## src/core/timer16_defs.svh

```systemverilog
`ifndef TIMER16_DEFS_SVH
`define TIMER16_DEFS_SVH
`define T16_OFS_CTL 7'h00
`define T16_OFS_TCNT 7'h04
`define T16_OFS_PSCL 7'h08
`define T16_OFS_PCNT 7'h0c
`define T16_OFS_CCTL 7'h10
`define T16_OFS_CICTL 7'h14
`define T16_OFS_MCTL 7'h18
`define T16_OFS_MOCTL 7'h1c
`define T16_OFS_MAT0A 7'h30
`define T16_OFS_MAT0B 7'h34
`define T16_OFS_MAT1A 7'h38
`define T16_OFS_MAT1B 7'h3c
`define T16_OFS_OFIF 7'h40
`define T16_OFS_IE 7'h44
`define T16_OFS_RF 7'h48
`define T16_OFS_RE 7'h4c
`define T16_CTL_EN 15
`define T16_CTL_CLKSEL 10
`define T16_CTL_MATISW 9
`define T16_CTL_MATCO 8
`define T16_CTL_DE 7
`define T16_CTL_IOSW 6
`define T16_CTL_SEL 4
`define T16_CTL_MODE 2
`define T16_CTL_RST 1
`define T16_CTL_ST 0
`define T16_CTL_KEEP 16'h8ffc
`define T16_CCTL_FLT 10
`define T16_CCTL_INV 8
`define T16_CICTL_EXT 8
`define T16_MCTL_MASK 12
`define T16_MCTL_VAL 10
`define T16_MCTL_INV 8
`define T16_COMPARE1B_RESET_ENABLE 6
`define T16_COUNTER_WRAP_FLAG 15
`define T16_OF_CAP 8
`define T16_RST_VAL 16'h0000
`define T16_FLT_LEN0 7'h01
`define T16_FLT_LEN1 7'h04
`define T16_FLT_LEN2 7'h10
`define T16_FLT_LEN3 7'h40
`define T16_OEN_IOSW0 4'h3
`define T16_OEN_IOSW1 4'hc
`endif

```

## src/core/timer16_pkg.sv

```systemverilog
package timer16_pkg;
	// one avalon request as driven by the master
	typedef struct packed {
		logic        read;
		logic        write;
		logic [6:0]  address;
		logic [3:0]  byteenable;
		logic [31:0] writedata;
	} avs_req_s;
endpackage

```

## src/core/capture_match_timer16.sv

```systemverilog
`timescale 1ns/1ps
`include "timer16_defs.svh"
// Behaviour
// - clock source select, full only timer1
// - match inputs from previous timer or lse/lsi
// - lock bit blocks value update on write
// - freeze in debug unless debug run set
// - io swap exchanges capture and match pins
// - timer or edge counting on chosen input
// - writing reset bit clears both counts
// - prescale counts to limit then wraps
// - main count steps on prescale wrap
// - capture filter length and invert bits
// - capture edges load count into register
// - extended action: hold low, reset fall
// - capture action: hold, reset, start
// - match input action: hold, reset, start
// - output mask forces low by capture
// - value bit plus invert drives output
// - match clears, sets or toggles value
// - 1b reset and 1a above 1b: toggle
// - match stop clears run, reset resets
// - wrap and capture overrun flags, w1c
// - eight irq flags gated by enables
// - eight dma flags gated by enables
// - timer off clears flags, holds counter
// - reset beats hold
// - a match beats b match on a channel
// - irq only while a flag is set
module capture_match_timer16 #(
	parameter int TIMER_INDEX = 1  // index 1 takes all clock sources
)(
	input  wire logic                  ref_clk,
	input  wire logic                  rst_n,
	input  wire timer16_pkg::avs_req_s avs_req,
	output logic [31:0]                avs_readdata,
	output logic                       avs_waitrequest,
	input  wire logic                  msi_tick,
	input  wire logic                  hsi_tick,
	input  wire logic                  tmr1_cap0,
	input  wire logic                  lse_clk,
	input  wire logic                  lsi_clk,
	input  wire logic [1:0]            prev_match,
	input  wire logic                  debug_halted,
	input  wire logic [3:0]            timer_channel_pins_in,
	output logic [3:0]                 timer_channel_pins_out,
	output logic [3:0]                 timer_channel_pins_oe_n,
	output logic [1:0]                 match_out,
	output logic                       irq,
	output logic                       dma_req
);
	// bus handshake
	logic        ack_r;       // second cycle of access
	logic        wr_en;       // write takes effect
	logic [15:0] wd;          // low write lanes
	logic [15:0] wm;          // lane mask
	// registers
	logic [15:0] ctl_r;       // control less run bit
	logic        st_r;        // run bit
	logic [15:0] tcnt_r;      // main count
	logic [15:0] pcnt_r;      // prescale count
	logic [15:0] pscl_r;      // prescale limit
	logic [15:0] cctl_r;      // filter and capture
	logic [15:0] cictl_r;     // input actions
	logic [15:0] mctl_r;      // match output control
	logic [1:0]  mv_r;        // match output values
	logic [1:0]  mv_nxt;
	logic [7:0]  moctl_r;     // match stop/reset
	logic [15:0] mat_r [4];   // shared match/capture
	logic [15:0] ofif_r;      // overflow and irq flags
	logic [15:0] ofif_nxt;    // flags as of the next edge
	logic [7:0]  ie_r;
	logic [7:0]  rf_r;
	logic [7:0]  re_r;
	logic [31:0] rdata_r;
	// conditioning
	logic [1:0]  craw;        // pins after swap/invert
	logic [1:0]  capf_r;      // filtered captures
	logic [6:0]  fcnt_r [2];  // filter stability count
	logic [6:0]  flim;
	logic [1:0]  mati;
	logic [3:0]  sig;         // {mati1, mati0, cap1, cap0}
	logic [3:0]  hist_r;
	logic [3:0]  rise;
	logic [3:0]  fall;
	logic        srcp_r;
	logic        src_tick;
	logic        tick;
	// control
	logic        en;
	logic [1:0]  clksel;
	logic [1:0]  sel;
	logic [1:0]  mode;
	logic        hold;
	logic        in_rst;
	logic        trig;
	logic        sw_rst;
	logic        cnt_rst;
	logic        cnt_wr;
	logic        freeze;
	logic        run;
	logic        step;
	logic        pwrap;
	logic        twrap;
	logic [3:0]  meq;
	logic [3:0]  eqp_r;
	logic [3:0]  mev;         // match events
	logic [3:0]  cev;         // capture events
	logic [7:0]  ev;
	logic        mstop;
	logic        mrst;
	logic [1:0]  mo;
	logic [1:0]  mato_r;
	logic [3:0]  pin_r;
	logic [3:0]  oen_r;
	logic        irq_r;
	logic        dma_r;

	function automatic logic [15:0] merge(input logic [15:0] old, input logic [15:0] nw,
		input logic [15:0] m);
		return (old & ~m) | (nw & m);
	endfunction

	function automatic logic act(input logic v, input logic [1:0] code);
		unique case (code)
			2'h1: return 1'b0;
			2'h2: return 1'b1;
			2'h3: return ~v;
			2'h0: return v;
		endcase
	endfunction

	function automatic logic hit(input logic we, input logic [6:0] a, input logic [6:0] ofs);
		return we && (a == ofs);
	endfunction

	// one wait state; reads stand at the release edge
	assign avs_waitrequest = (avs_req.read | avs_req.write) & ~ack_r;
	assign wr_en = avs_req.write & ack_r;
	assign wd = avs_req.writedata[15:0];
	assign wm = {{8{avs_req.byteenable[1]}}, {8{avs_req.byteenable[0]}}};
	assign avs_readdata = rdata_r;

	// ack toggles so back to back requests stay paced
	always_ff @(posedge ref_clk) begin
		if (!rst_n) begin
			ack_r <= 1'b0;
		end else begin
			ack_r <= (avs_req.read | avs_req.write) & ~ack_r;
		end
	end

	// field decode
	assign en = ctl_r[`T16_CTL_EN];
	assign clksel = (TIMER_INDEX == 1) ? ctl_r[`T16_CTL_CLKSEL +: 2] : 2'h0;
	assign sel = ctl_r[`T16_CTL_SEL +: 2];
	assign mode = ctl_r[`T16_CTL_MODE +: 2];
	assign sw_rst = hit(wr_en, avs_req.address, `T16_OFS_CTL) & avs_req.byteenable[0]
		& wd[`T16_CTL_RST];
	assign cnt_wr = hit(wr_en, avs_req.address, `T16_OFS_TCNT)
		| hit(wr_en, avs_req.address, `T16_OFS_PCNT);

	// pin routing; invert applied ahead of the filter
	assign craw = (ctl_r[`T16_CTL_IOSW] ? timer_channel_pins_in[3:2] : timer_channel_pins_in[1:0])
		^ cctl_r[`T16_CCTL_INV +: 2];
	assign mati = ctl_r[`T16_CTL_MATISW] ? {lse_clk, lsi_clk} : prev_match;

	// filter length from setting
	always_comb begin
		unique case (cctl_r[`T16_CCTL_FLT +: 2])
			2'h0: flim = `T16_FLT_LEN0;
			2'h1: flim = `T16_FLT_LEN1;
			2'h2: flim = `T16_FLT_LEN2;
			2'h3: flim = `T16_FLT_LEN3;
		endcase
	end

	// filter: level must hold flim clocks to pass
	always_ff @(posedge ref_clk) begin
		if (!rst_n) begin
			capf_r <= 2'h0;
			fcnt_r[0] <= 7'h00;
			fcnt_r[1] <= 7'h00;
		end else begin
			for (int k = 0; k < 2; k++) begin
				if (craw[k] == capf_r[k]) begin
					fcnt_r[k] <= 7'h00;
				end else if (7'(fcnt_r[k] + 7'h01) >= flim) begin
					capf_r[k] <= craw[k];
					fcnt_r[k] <= 7'h00;
				end else begin
					fcnt_r[k] <= 7'(fcnt_r[k] + 7'h01);
				end
			end
		end
	end

	// edge history of all event inputs
	assign sig = {mati, capf_r};
	assign rise = sig & ~hist_r;
	assign fall = ~sig & hist_r;

	always_ff @(posedge ref_clk) begin
		if (!rst_n) begin
			hist_r <= 4'h0;
			srcp_r <= 1'b0;
			eqp_r <= 4'h0;
		end else begin
			hist_r <= sig;
			srcp_r <= tmr1_cap0;
			eqp_r <= meq;
		end
	end

	// count tick; sampled edges limit input to half the clock
	always_comb begin
		unique case (clksel)
			2'h0: src_tick = 1'b1;
			2'h1: src_tick = msi_tick;
			2'h2: src_tick = hsi_tick;
			2'h3: src_tick = tmr1_cap0 & ~srcp_r;
		endcase
		if (mode == 2'h0) begin
			tick = src_tick;
		end else begin
			tick = (mode[0] & rise[sel]) | (mode[1] & fall[sel]);
		end
	end

	// hold, reset and start from capture and match inputs
	always_comb begin
		hold = 1'b0;
		in_rst = 1'b0;
		trig = 1'b0;
		for (int k = 0; k < 4; k++) begin
			hold |= (cictl_r[2*k +: 2] == 2'h1) & sig[k];
			in_rst |= (cictl_r[2*k +: 2] == 2'h2) & rise[k];
			trig |= (cictl_r[2*k +: 2] == 2'h3) & rise[k];
		end
		for (int k = 0; k < 2; k++) begin
			hold |= (cictl_r[`T16_CICTL_EXT + 2*k +: 2] == 2'h1) & ~sig[k];
			in_rst |= (cictl_r[`T16_CICTL_EXT + 2*k +: 2] == 2'h2) & fall[k];
		end
		hold &= en;
		in_rst &= en;
		trig &= en;
	end

	// compare and capture events, all gated by enable
	always_comb begin
		for (int i = 0; i < 4; i++) begin
			meq[i] = tcnt_r == mat_r[i];
		end
		mev = en ? (meq & ~eqp_r) : 4'h0;  // entry into equality only
		cev = en ? (cctl_r[3:0] & {fall[1], rise[1], fall[0], rise[0]}) : 4'h0;
		ev = {mev, cev};
		mrst = |(mev & {moctl_r[6], moctl_r[4], moctl_r[2], moctl_r[0]});
		mstop = |(mev & {moctl_r[7], moctl_r[5], moctl_r[3], moctl_r[1]});
	end

	// counter control; debug freeze acts as a hold
	assign freeze = debug_halted & ~ctl_r[`T16_CTL_DE];
	assign cnt_rst = sw_rst | in_rst | mrst;
	assign run = en & st_r & ~hold & ~freeze;
	assign step = run & tick;
	assign pwrap = step & (pcnt_r == pscl_r);
	assign twrap = pwrap & (tcnt_r == 16'hffff);

	// counts; reset first, then software write, then count
	always_ff @(posedge ref_clk) begin
		if (!rst_n) begin
			tcnt_r <= `T16_RST_VAL;
			pcnt_r <= `T16_RST_VAL;
		end else if (cnt_rst) begin
			tcnt_r <= `T16_RST_VAL;
			pcnt_r <= `T16_RST_VAL;
		end else begin
			if (hit(wr_en, avs_req.address, `T16_OFS_TCNT)) begin
				tcnt_r <= merge(tcnt_r, wd, wm);
			end else if (pwrap) begin
				tcnt_r <= tcnt_r + 16'h0001;
			end
			if (hit(wr_en, avs_req.address, `T16_OFS_PCNT)) begin
				pcnt_r <= merge(pcnt_r, wd, wm);
			end else if (step) begin
				pcnt_r <= pwrap ? 16'h0000 : pcnt_r + 16'h0001;
			end
		end
	end

	// run bit; hardware start wins over stop and software
	always_ff @(posedge ref_clk) begin
		if (!rst_n) begin
			st_r <= 1'b0;
		end else if (trig) begin
			st_r <= 1'b1;
		end else if (mstop) begin
			st_r <= 1'b0;
		end else if (hit(wr_en, avs_req.address, `T16_OFS_CTL) && avs_req.byteenable[0]) begin
			st_r <= wd[`T16_CTL_ST];
		end
	end

	// plain configuration registers
	always_ff @(posedge ref_clk) begin
		if (!rst_n) begin
			ctl_r <= `T16_RST_VAL;
			pscl_r <= `T16_RST_VAL;
			cctl_r <= `T16_RST_VAL;
			cictl_r <= `T16_RST_VAL;
			mctl_r <= `T16_RST_VAL;
			moctl_r <= 8'h00;
			ie_r <= 8'h00;
			re_r <= 8'h00;
		end else if (wr_en) begin
			unique case (avs_req.address)
				`T16_OFS_CTL: ctl_r <= merge(ctl_r, wd, wm) & `T16_CTL_KEEP;
				`T16_OFS_PSCL: pscl_r <= merge(pscl_r, wd, wm);
				`T16_OFS_CCTL: cctl_r <= merge(cctl_r, wd, wm) & 16'h0f0f;
				`T16_OFS_CICTL: cictl_r <= merge(cictl_r, wd, wm) & 16'h0fff;
				`T16_OFS_MCTL: mctl_r <= merge(mctl_r, wd, wm) & 16'hf3ff;
				`T16_OFS_MOCTL: moctl_r <= 8'(merge({8'h00, moctl_r}, wd, wm));
				`T16_OFS_IE: ie_r <= 8'(merge({8'h00, ie_r}, wd, wm));
				`T16_OFS_RE: re_r <= 8'(merge({8'h00, re_r}, wd, wm));
				default: ;
			endcase
		end
	end

	// shared registers; a capture beats a software write
	always_ff @(posedge ref_clk) begin
		if (!rst_n) begin
			for (int i = 0; i < 4; i++) begin
				mat_r[i] <= `T16_RST_VAL;
			end
		end else begin
			for (int i = 0; i < 4; i++) begin
				if (cev[i]) begin
					mat_r[i] <= tcnt_r;
				end else if (hit(wr_en, avs_req.address, 7'(`T16_OFS_MAT0A + 4 * i))) begin
					mat_r[i] <= merge(mat_r[i], wd, wm);
				end
			end
		end
	end

	// match values: write first, then match action on top
	always_comb begin
		logic [1:0] code;
		code = 2'h0;
		mv_nxt = mv_r;
		if (hit(wr_en, avs_req.address, `T16_OFS_MCTL) && avs_req.byteenable[1]
			&& !ctl_r[`T16_CTL_MATCO]) begin
			mv_nxt = wd[`T16_MCTL_VAL +: 2];
		end
		for (int c = 0; c < 2; c++) begin
			if (mev[2*c]) begin
				code = mctl_r[4*c +: 2];
			end else if (mev[2*c+1]) begin
				code = mctl_r[4*c+2 +: 2];
			end else begin
				code = 2'h0;
			end
			// clear/set become toggle on the reset-by-1b case
			if (c == 1 && moctl_r[`T16_COMPARE1B_RESET_ENABLE] && mat_r[2] > mat_r[3]
				&& (code == 2'h1 || code == 2'h2)) begin
				code = 2'h3;
			end
			mv_nxt[c] = act(mv_nxt[c], code);
		end
	end

	always_ff @(posedge ref_clk) begin
		if (!rst_n) begin
			mv_r <= 2'h0;
		end else begin
			mv_r <= mv_nxt;
		end
	end

	// mask works only while enabled and running
	always_comb begin
		logic [1:0] mk;
		mk = 2'h0;
		for (int c = 0; c < 2; c++) begin
			mk = mctl_r[`T16_MCTL_MASK + 2*c +: 2];
			mo[c] = (mv_r[c] & ~(en & st_r & ((mk == 2'h2 & capf_r[0]) | (mk == 2'h3 & capf_r[1]))))
				^ mctl_r[`T16_MCTL_INV + c];
		end
	end

	// registered pins; undriven pins leave enable high
	always_ff @(posedge ref_clk) begin
		if (!rst_n) begin
			mato_r <= 2'h0;
			pin_r <= 4'h0;
			oen_r <= 4'hf;
		end else begin
			mato_r <= mo;
			pin_r <= ctl_r[`T16_CTL_IOSW] ? {2'h0, mo} : {mo, 2'h0};
			oen_r <= ctl_r[`T16_CTL_IOSW] ? `T16_OEN_IOSW1 : `T16_OEN_IOSW0;
		end
	end

	assign match_out = mato_r;
	assign timer_channel_pins_out = pin_r;
	assign timer_channel_pins_oe_n = oen_r;

	// next flags, shared with irq so the line never outlives a cleared flag
	assign ofif_nxt = (ofif_r & ~(hit(wr_en, avs_req.address, `T16_OFS_OFIF) ? wd & wm : 16'h0000))
		| {twrap, 3'h0, cev & ofif_r[3:0], ev & ie_r};

	// flags: set wins over write-one clear; off clears all
	always_ff @(posedge ref_clk) begin
		if (!rst_n || !en) begin
			ofif_r <= `T16_RST_VAL;
			rf_r <= 8'h00;
		end else begin
			ofif_r <= ofif_nxt;
			rf_r <= (rf_r & ~(hit(wr_en, avs_req.address, `T16_OFS_RF) ? wd[7:0] & wm[7:0] : 8'h00))
				| (ev & re_r);
		end
	end

	// irq loads with the flags themselves; dma request lags them a cycle
	always_ff @(posedge ref_clk) begin
		if (!rst_n) begin
			irq_r <= 1'b0;
			dma_r <= 1'b0;
		end else begin
			irq_r <= en & (|ofif_nxt);
			dma_r <= |rf_r;
		end
	end

	assign irq = irq_r;
	assign dma_req = dma_r;

	// read mux, loaded in the wait cycle
	always_ff @(posedge ref_clk) begin
		if (!rst_n) begin
			rdata_r <= 32'h0;
		end else if (avs_req.read && !ack_r) begin
			rdata_r[31:16] <= 16'h0;
			unique case (avs_req.address)
				`T16_OFS_CTL: rdata_r[15:0] <= ctl_r | {15'h0, st_r};
				`T16_OFS_TCNT: rdata_r[15:0] <= tcnt_r;
				`T16_OFS_PSCL: rdata_r[15:0] <= pscl_r;
				`T16_OFS_PCNT: rdata_r[15:0] <= pcnt_r;
				`T16_OFS_CCTL: rdata_r[15:0] <= cctl_r;
				`T16_OFS_CICTL: rdata_r[15:0] <= cictl_r;
				`T16_OFS_MCTL: rdata_r[15:0] <= mctl_r | {4'h0, mv_r, 10'h0};
				`T16_OFS_MOCTL: rdata_r[15:0] <= {8'h00, moctl_r};
				`T16_OFS_MAT0A: rdata_r[15:0] <= mat_r[0];
				`T16_OFS_MAT0B: rdata_r[15:0] <= mat_r[1];
				`T16_OFS_MAT1A: rdata_r[15:0] <= mat_r[2];
				`T16_OFS_MAT1B: rdata_r[15:0] <= mat_r[3];
				`T16_OFS_OFIF: rdata_r[15:0] <= ofif_r;
				`T16_OFS_IE: rdata_r[15:0] <= {8'h00, ie_r};
				`T16_OFS_RF: rdata_r[15:0] <= {8'h00, rf_r};
				`T16_OFS_RE: rdata_r[15:0] <= {8'h00, re_r};
				default: rdata_r[15:0] <= 16'h0;  // unmapped reads zero
			endcase
		end
	end
endmodule

```

## config.mk

```make
export PLATFORM = sky130hd
export DESIGN_NAME = capture_match_timer16
export DESIGN_NICKNAME = d
export VERILOG_FILES = /design/src/core/timer16_pkg.sv /design/src/core/capture_match_timer16.sv
export VERILOG_INCLUDE_DIRS = /design/src /design/src/core
export SDC_FILE = /design/constraint.sdc
export NUM_CORES = 1
export LEC_CHECK = 0
export BUFFER_PORTS_ARGS = -buffer_cell sky130_fd_sc_hd__buf_2
export CAP_MARGIN = 20
export CORE_MARGIN = 2
export CORE_UTILIZATION = 39
export CTS_CLUSTER_SIZE = 30
export DETAILED_ROUTE_END_ITERATION = 8
export GPL_ROUTABILITY_DRIVEN = 1
export PLACE_DENSITY_LB_ADDON = 0.08
export REMOVE_ABC_BUFFERS = 1
export SLEW_MARGIN = 10
export SYNTH_ARGS = -nofsm -noshare
export SYNTH_HDL_FRONTEND = slang
export SYNTH_SLANG_ARGS = --single-unit
```

## constraint.sdc

```tcl
create_clock -name ref_clk -period 4.8 [get_ports ref_clk]
set_input_delay 0.96 -clock ref_clk [delete_from_list [all_inputs] [get_ports ref_clk]]
set_output_delay 0.96 -clock ref_clk [all_outputs]
set_load 0.1 [all_outputs]
```

Word-level counts from Yosys, hierarchy flattened --
Memory sizes are Yosys's and may differ from the RTL's. Index checks and enable logic that the tools add are counted. Widths: inputs -> output; s select.
Storage, ports and cells: register bits 184, RAM bits 78, bits of input ports 59, output and inout bits 45, word-level logic and storage cells 381, memories kept 2
Memories:
- mat_r | depth 4, bits a word 16, rd ports 4, clocked after Yosys merged registers in 0, wr ports 4, RTL line capture_match_timer16.sv:69 | logic [15:0] mat_r [4];
- fcnt_r | depth 2, bits a word 7, rd ports 2, clocked after Yosys merged registers in 0, wr ports 2, RTL line capture_match_timer16.sv:79 | logic [6:0] fcnt_r [2];
Operators by class: $add $sub $neg 4, order comparisons 4, equality and inequality tests 57, muxes and demuxes 96, bitwise gates (word level) 143, reduce and logical (&&, ||, !) cells 48
Operators with widths (count):
- $pmux 16 s16 | 1
- $mux 16 | 14
- $and 16x16->16 | 11
- $or 16x16->16 | 10
- $eq 16x16->1 | 5
- $mux 1 | 57
- $and 8x8->8 | 7
- $eq 2x2->1 const B | 23
- $and 1x1->1 | 42
- $mux 7 | 6
- $or 1x1->1 | 33
- $add 16x1->16 const B | 2
- $not 16->16 | 2
- $or 8x8->8 | 4
- $and 4x4->4 | 7
- $eq 7x5->1 const B | 4
- $eq 7x6->1 const B | 4
- $eq 7x7->1 const B | 4
- $pmux 7 s4 | 1
- $and 12x12->12 | 2
- $or 12x12->12 | 2
- $eq 2x1->1 const B | 11
- $reduce_and 2->1 | 11
- $eq 16x16->1 const B | 1
- 30 further kinds | 88

Longest topological paths before layout --
depth after elaboration 17, depth in mapped cells 10, mapped depth without buffers 9

Worst setup path after synthesis --
Ideal clock, no wire load.
path type input port to output port, from input avs_req[43] (netlist bit), to output avs_waitrequest, arrival time 2.256 ns, required time 3.840 ns, setup slack 1.584 ns, stages 2, buffers on the path 0, path through nor2_1 nor2_1
On the way: longest elaborated chain between the ends 2
RTL lines:
- start, declared | RTL line capture_match_timer16.sv:35 | input wire timer16_pkg::avs_req_s avs_req,
- $or 1x1->1 | RTL line capture_match_timer16.sv:138 | assign avs_waitrequest = (avs_req.read | avs_req.write) & ~ack_r;
- $and 1x1->1 | RTL line capture_match_timer16.sv:138
- end, declared | RTL line capture_match_timer16.sv:37 | output logic avs_waitrequest,
No other way between the ends.

==> key figures <==
Setup path
  • R2R depth: 7
  • Critical path fanouts, max: 14
  • CP arrival: 4.36 ns
  • CP required: 5.30 ns
  • Startpoint Class: register
  • Crit end category: register
  • Crit path kind: register to register
  • Flop2flop setup slack: 0.94 ns

Placement
  • DP Wirelength: 45600 um
  • # port buffers: 69
  • Placer Congestion: 1.00
  • Post-Place Cell Area: 15400 sq um

Die
  • Initial Util: 0.398
  • Chip width: 197 um
  • IO Pins: 104
  • DIE AREA: 39000 sq um
  • Row Count: 70
  • Die height: 197 um
  • Core region area: 36700 sq um

Global route
  • Gr busiest metal: met2
  • GRT Total Usage: 0.314
  • Met2 usage: 0.477
  • Initial antenna violation count: 0
  • Vias in the first global route: 13300
  • First-pass GRT wire length: 90300 um
  • Met3 usage in global routing: 0.0456
  • Routing usage on met1: 0.434
  • Gr ovfl total: 0
  • Largest net degree at the start of global routing: 47

Yosys
  • Unique masters post-synth: 73
  • Primary FF master, synth: dfxtp_1
  • Synth async-reset ratio: 0
  • Seq cells post-synth: 260
  • Top post-synthesis cells by area: dfxtp_1 (25%), edfxtp_1 (16%), nand2_1 (8.0%)
  • Post-synth EDFFs: 78
  • Top cell type by total area after synthesis: dfxtp_1
  • Post-synthesis cell area: 14600 sq um
  • Top cell type's share of synthesized area: 0.250
  • Seq/Total Area, Yosys: 0.410
  • Warnings from Yosys: 0
  • Synthesized area per cell: 8.22 sq um
  • Post-Syn Instances: 1775

STA
  • Crit path time final: 3.86 ns
  • Final setup violation count: 0
  • Layout Skew: 0.0204 ns
  • Setup TNS: 0 ns
  • Setup repair after global routing missed its margin: no
  • Max-slew headroom: 0.280
  • Fmax: 259 MHz
  • Least-Margin Pin Slew: 1.05 ns
  • Final Hold Vio Count: 0
  • Slew Limit Fails: 0
  • Tcrit/Tclk final: 0.804
  • Worst Hold Margin: 0.448 ns

Worst hold path
  • Hold Path Sink: avs_readdata[3]
  • WHS Path Cells: 2
  • Worst Min Path Start: avs_readdata[3]
  • Hold WC Path Type: register to register

Clock network
  • CTS tree: built
  • Clk slew on worst S/H paths: 0.06 ns
  • Worst-skew pair later-pin latency: 0.59 ns
  • CTS Buf Count: 31
  • CTS root buffer: clkbuf_16
  • # clock sinks: 260
  • Clock tree buffer depth: 3
  • H-tree depth: 1
  • Cts repair resizes: 0
  • Postcts setup bufs: 0
  • Hold_buf cts: 0

Routing
  • Initial drt markers: 1616
  • Wire length per cell: 26.8 um
  • DRC violations left: 0
  • First-pass detailed-route iteration total: 6
  • Via density: 6.20
  • Routed WL: 61900 um
  • Vias: 14300
  • Routed Antenna Nets: 0

Power and ir drop
  • P per Cell Area: 326 nW/um^2
  • P_leak: 0.00599 uW
  • Worst vdd ir: 0.272 mV

Cells and area
  • Area Growth Syn to Fin: 14.1%
  • Nets: 1906
  • Register area: 5990 sq um
  • Design area: 16700 sq um
  • Area of the multi-input gates: 8000 sq um
  • Ant. Diodes: 0
  • Layout cells sized above 1: 0.103
  • Fill cells: 3658

Status
  • Outcome: finished, final reports clean

Flow run
  • Max cap viols: 0
-- synthesized netlist by cell type, drive strengths merged (13+ instances only) --
cell type / count
and2: 16
clkbuf: 109
nand4: 28
nor3: 35
a21boi: 37
o21ai: 108
and3: 18
edfxtp: 78
dfxtp: 182
a221oi: 13
xnor2: 37
buf: 34
nand2: 310
nor2: 91
a22oi: 70
nor2b: 17
nand3: 103
xor2: 59
inv: 30
mux2i: 13
a31oi: 27
nor4: 27
a21oi: 144
ha: 28
-- logic make-up after synthesis --
| logic type | synth area share |
|---|---|
| AO/OA/AOI/OAI | 0.216 |
| XOR/XNOR | 0.0576 |
| adder cells (fa/ha/maj) | 0.0240 |
| buffers and inverters | 0.0501 |
| flip-flops | 0.410 |
| multiplexers | 0.0112 |
| other | 0.000514 |
| AND/OR/NAND/NOR | 0.230 |
-- worst max-delay path, stage by stage (launching register included) --
cell      delay [ns]
dfxtp_1         0.45
xor2_1          0.26
nor4_1          0.62
nand4_1         0.35
a311oi_4        0.89
nand2_1         0.54
or3_1           0.48
a31oi_1         0.17
-- worst max path at each step --
stage / start / end / slack [ns] / depth (start not counted)
after floorplan: rst_n / mat_r[0][0] / 0.93 / 4
after global placement: lsi_clk / register / 0.72 / 8
after detailed placement: lsi_clk / register / 0.70 / 8
after CTS: register / register / 1.12 / 7
after global routing: register / register / 0.85 / 7
final: register / register / 0.94 / 7
-- through the flow --
step / worst slack, ns / total power [uW] / util / std cells
floorplan: 0.929 / 2570 / - / 1660
global placement: 0.721 / 2740 / 0.421 / 2251
detailed placement: 0.696 / 2740 / 0.421 / 2251
CTS: 1.12 / 5450 / 0.453 / 2307
global route: 0.846 / 5570 / 0.454 / 2310
finish: 0.940 / 5430 / 0.454 / 2310
-- routing by layer --
metal	vias to the layer above	share of wire
li1	6515	-
met1	6828	0.42
met2	791	0.43
met3	180	0.087
met4	0	0.056
met5	-	0
-- power breakdown --
group / leakage, uW / internal (uW) / switching [uW]
Sequential: 0.00227 / 2290 / 42.6
Combinational: 0.00313 / 85.5 / 279
Clock: 0.000591 / 1710 / 1020
-- cell usage in the layout (no fill, tap or decap), types with 55 or more instances in the layout --
cell type,synthesis,routed
a21oi_1,144,144
a22oi_1,70,70
buf_2,5,69
buf_4,20,55
dfxtp_1,182,182
edfxtp_1,78,78
nand2_1,310,310
nand3_1,103,103
nor2_1,91,89
o21ai_0,91,91
xor2_1,59,59
-- cell type report --
class | instances | area share
flip-flops and latches | 260 | 0.359
inverters | 30 | 0.00691
clock inverters | 12 | 0.0115
repair buffers | 126 | 0.0465
well taps | 468 | 0.0352
multi-input cells | 1370 | 0.480
clock buffers | 44 | 0.0602
Note: power is estimated with default switching activity, not from simulation.
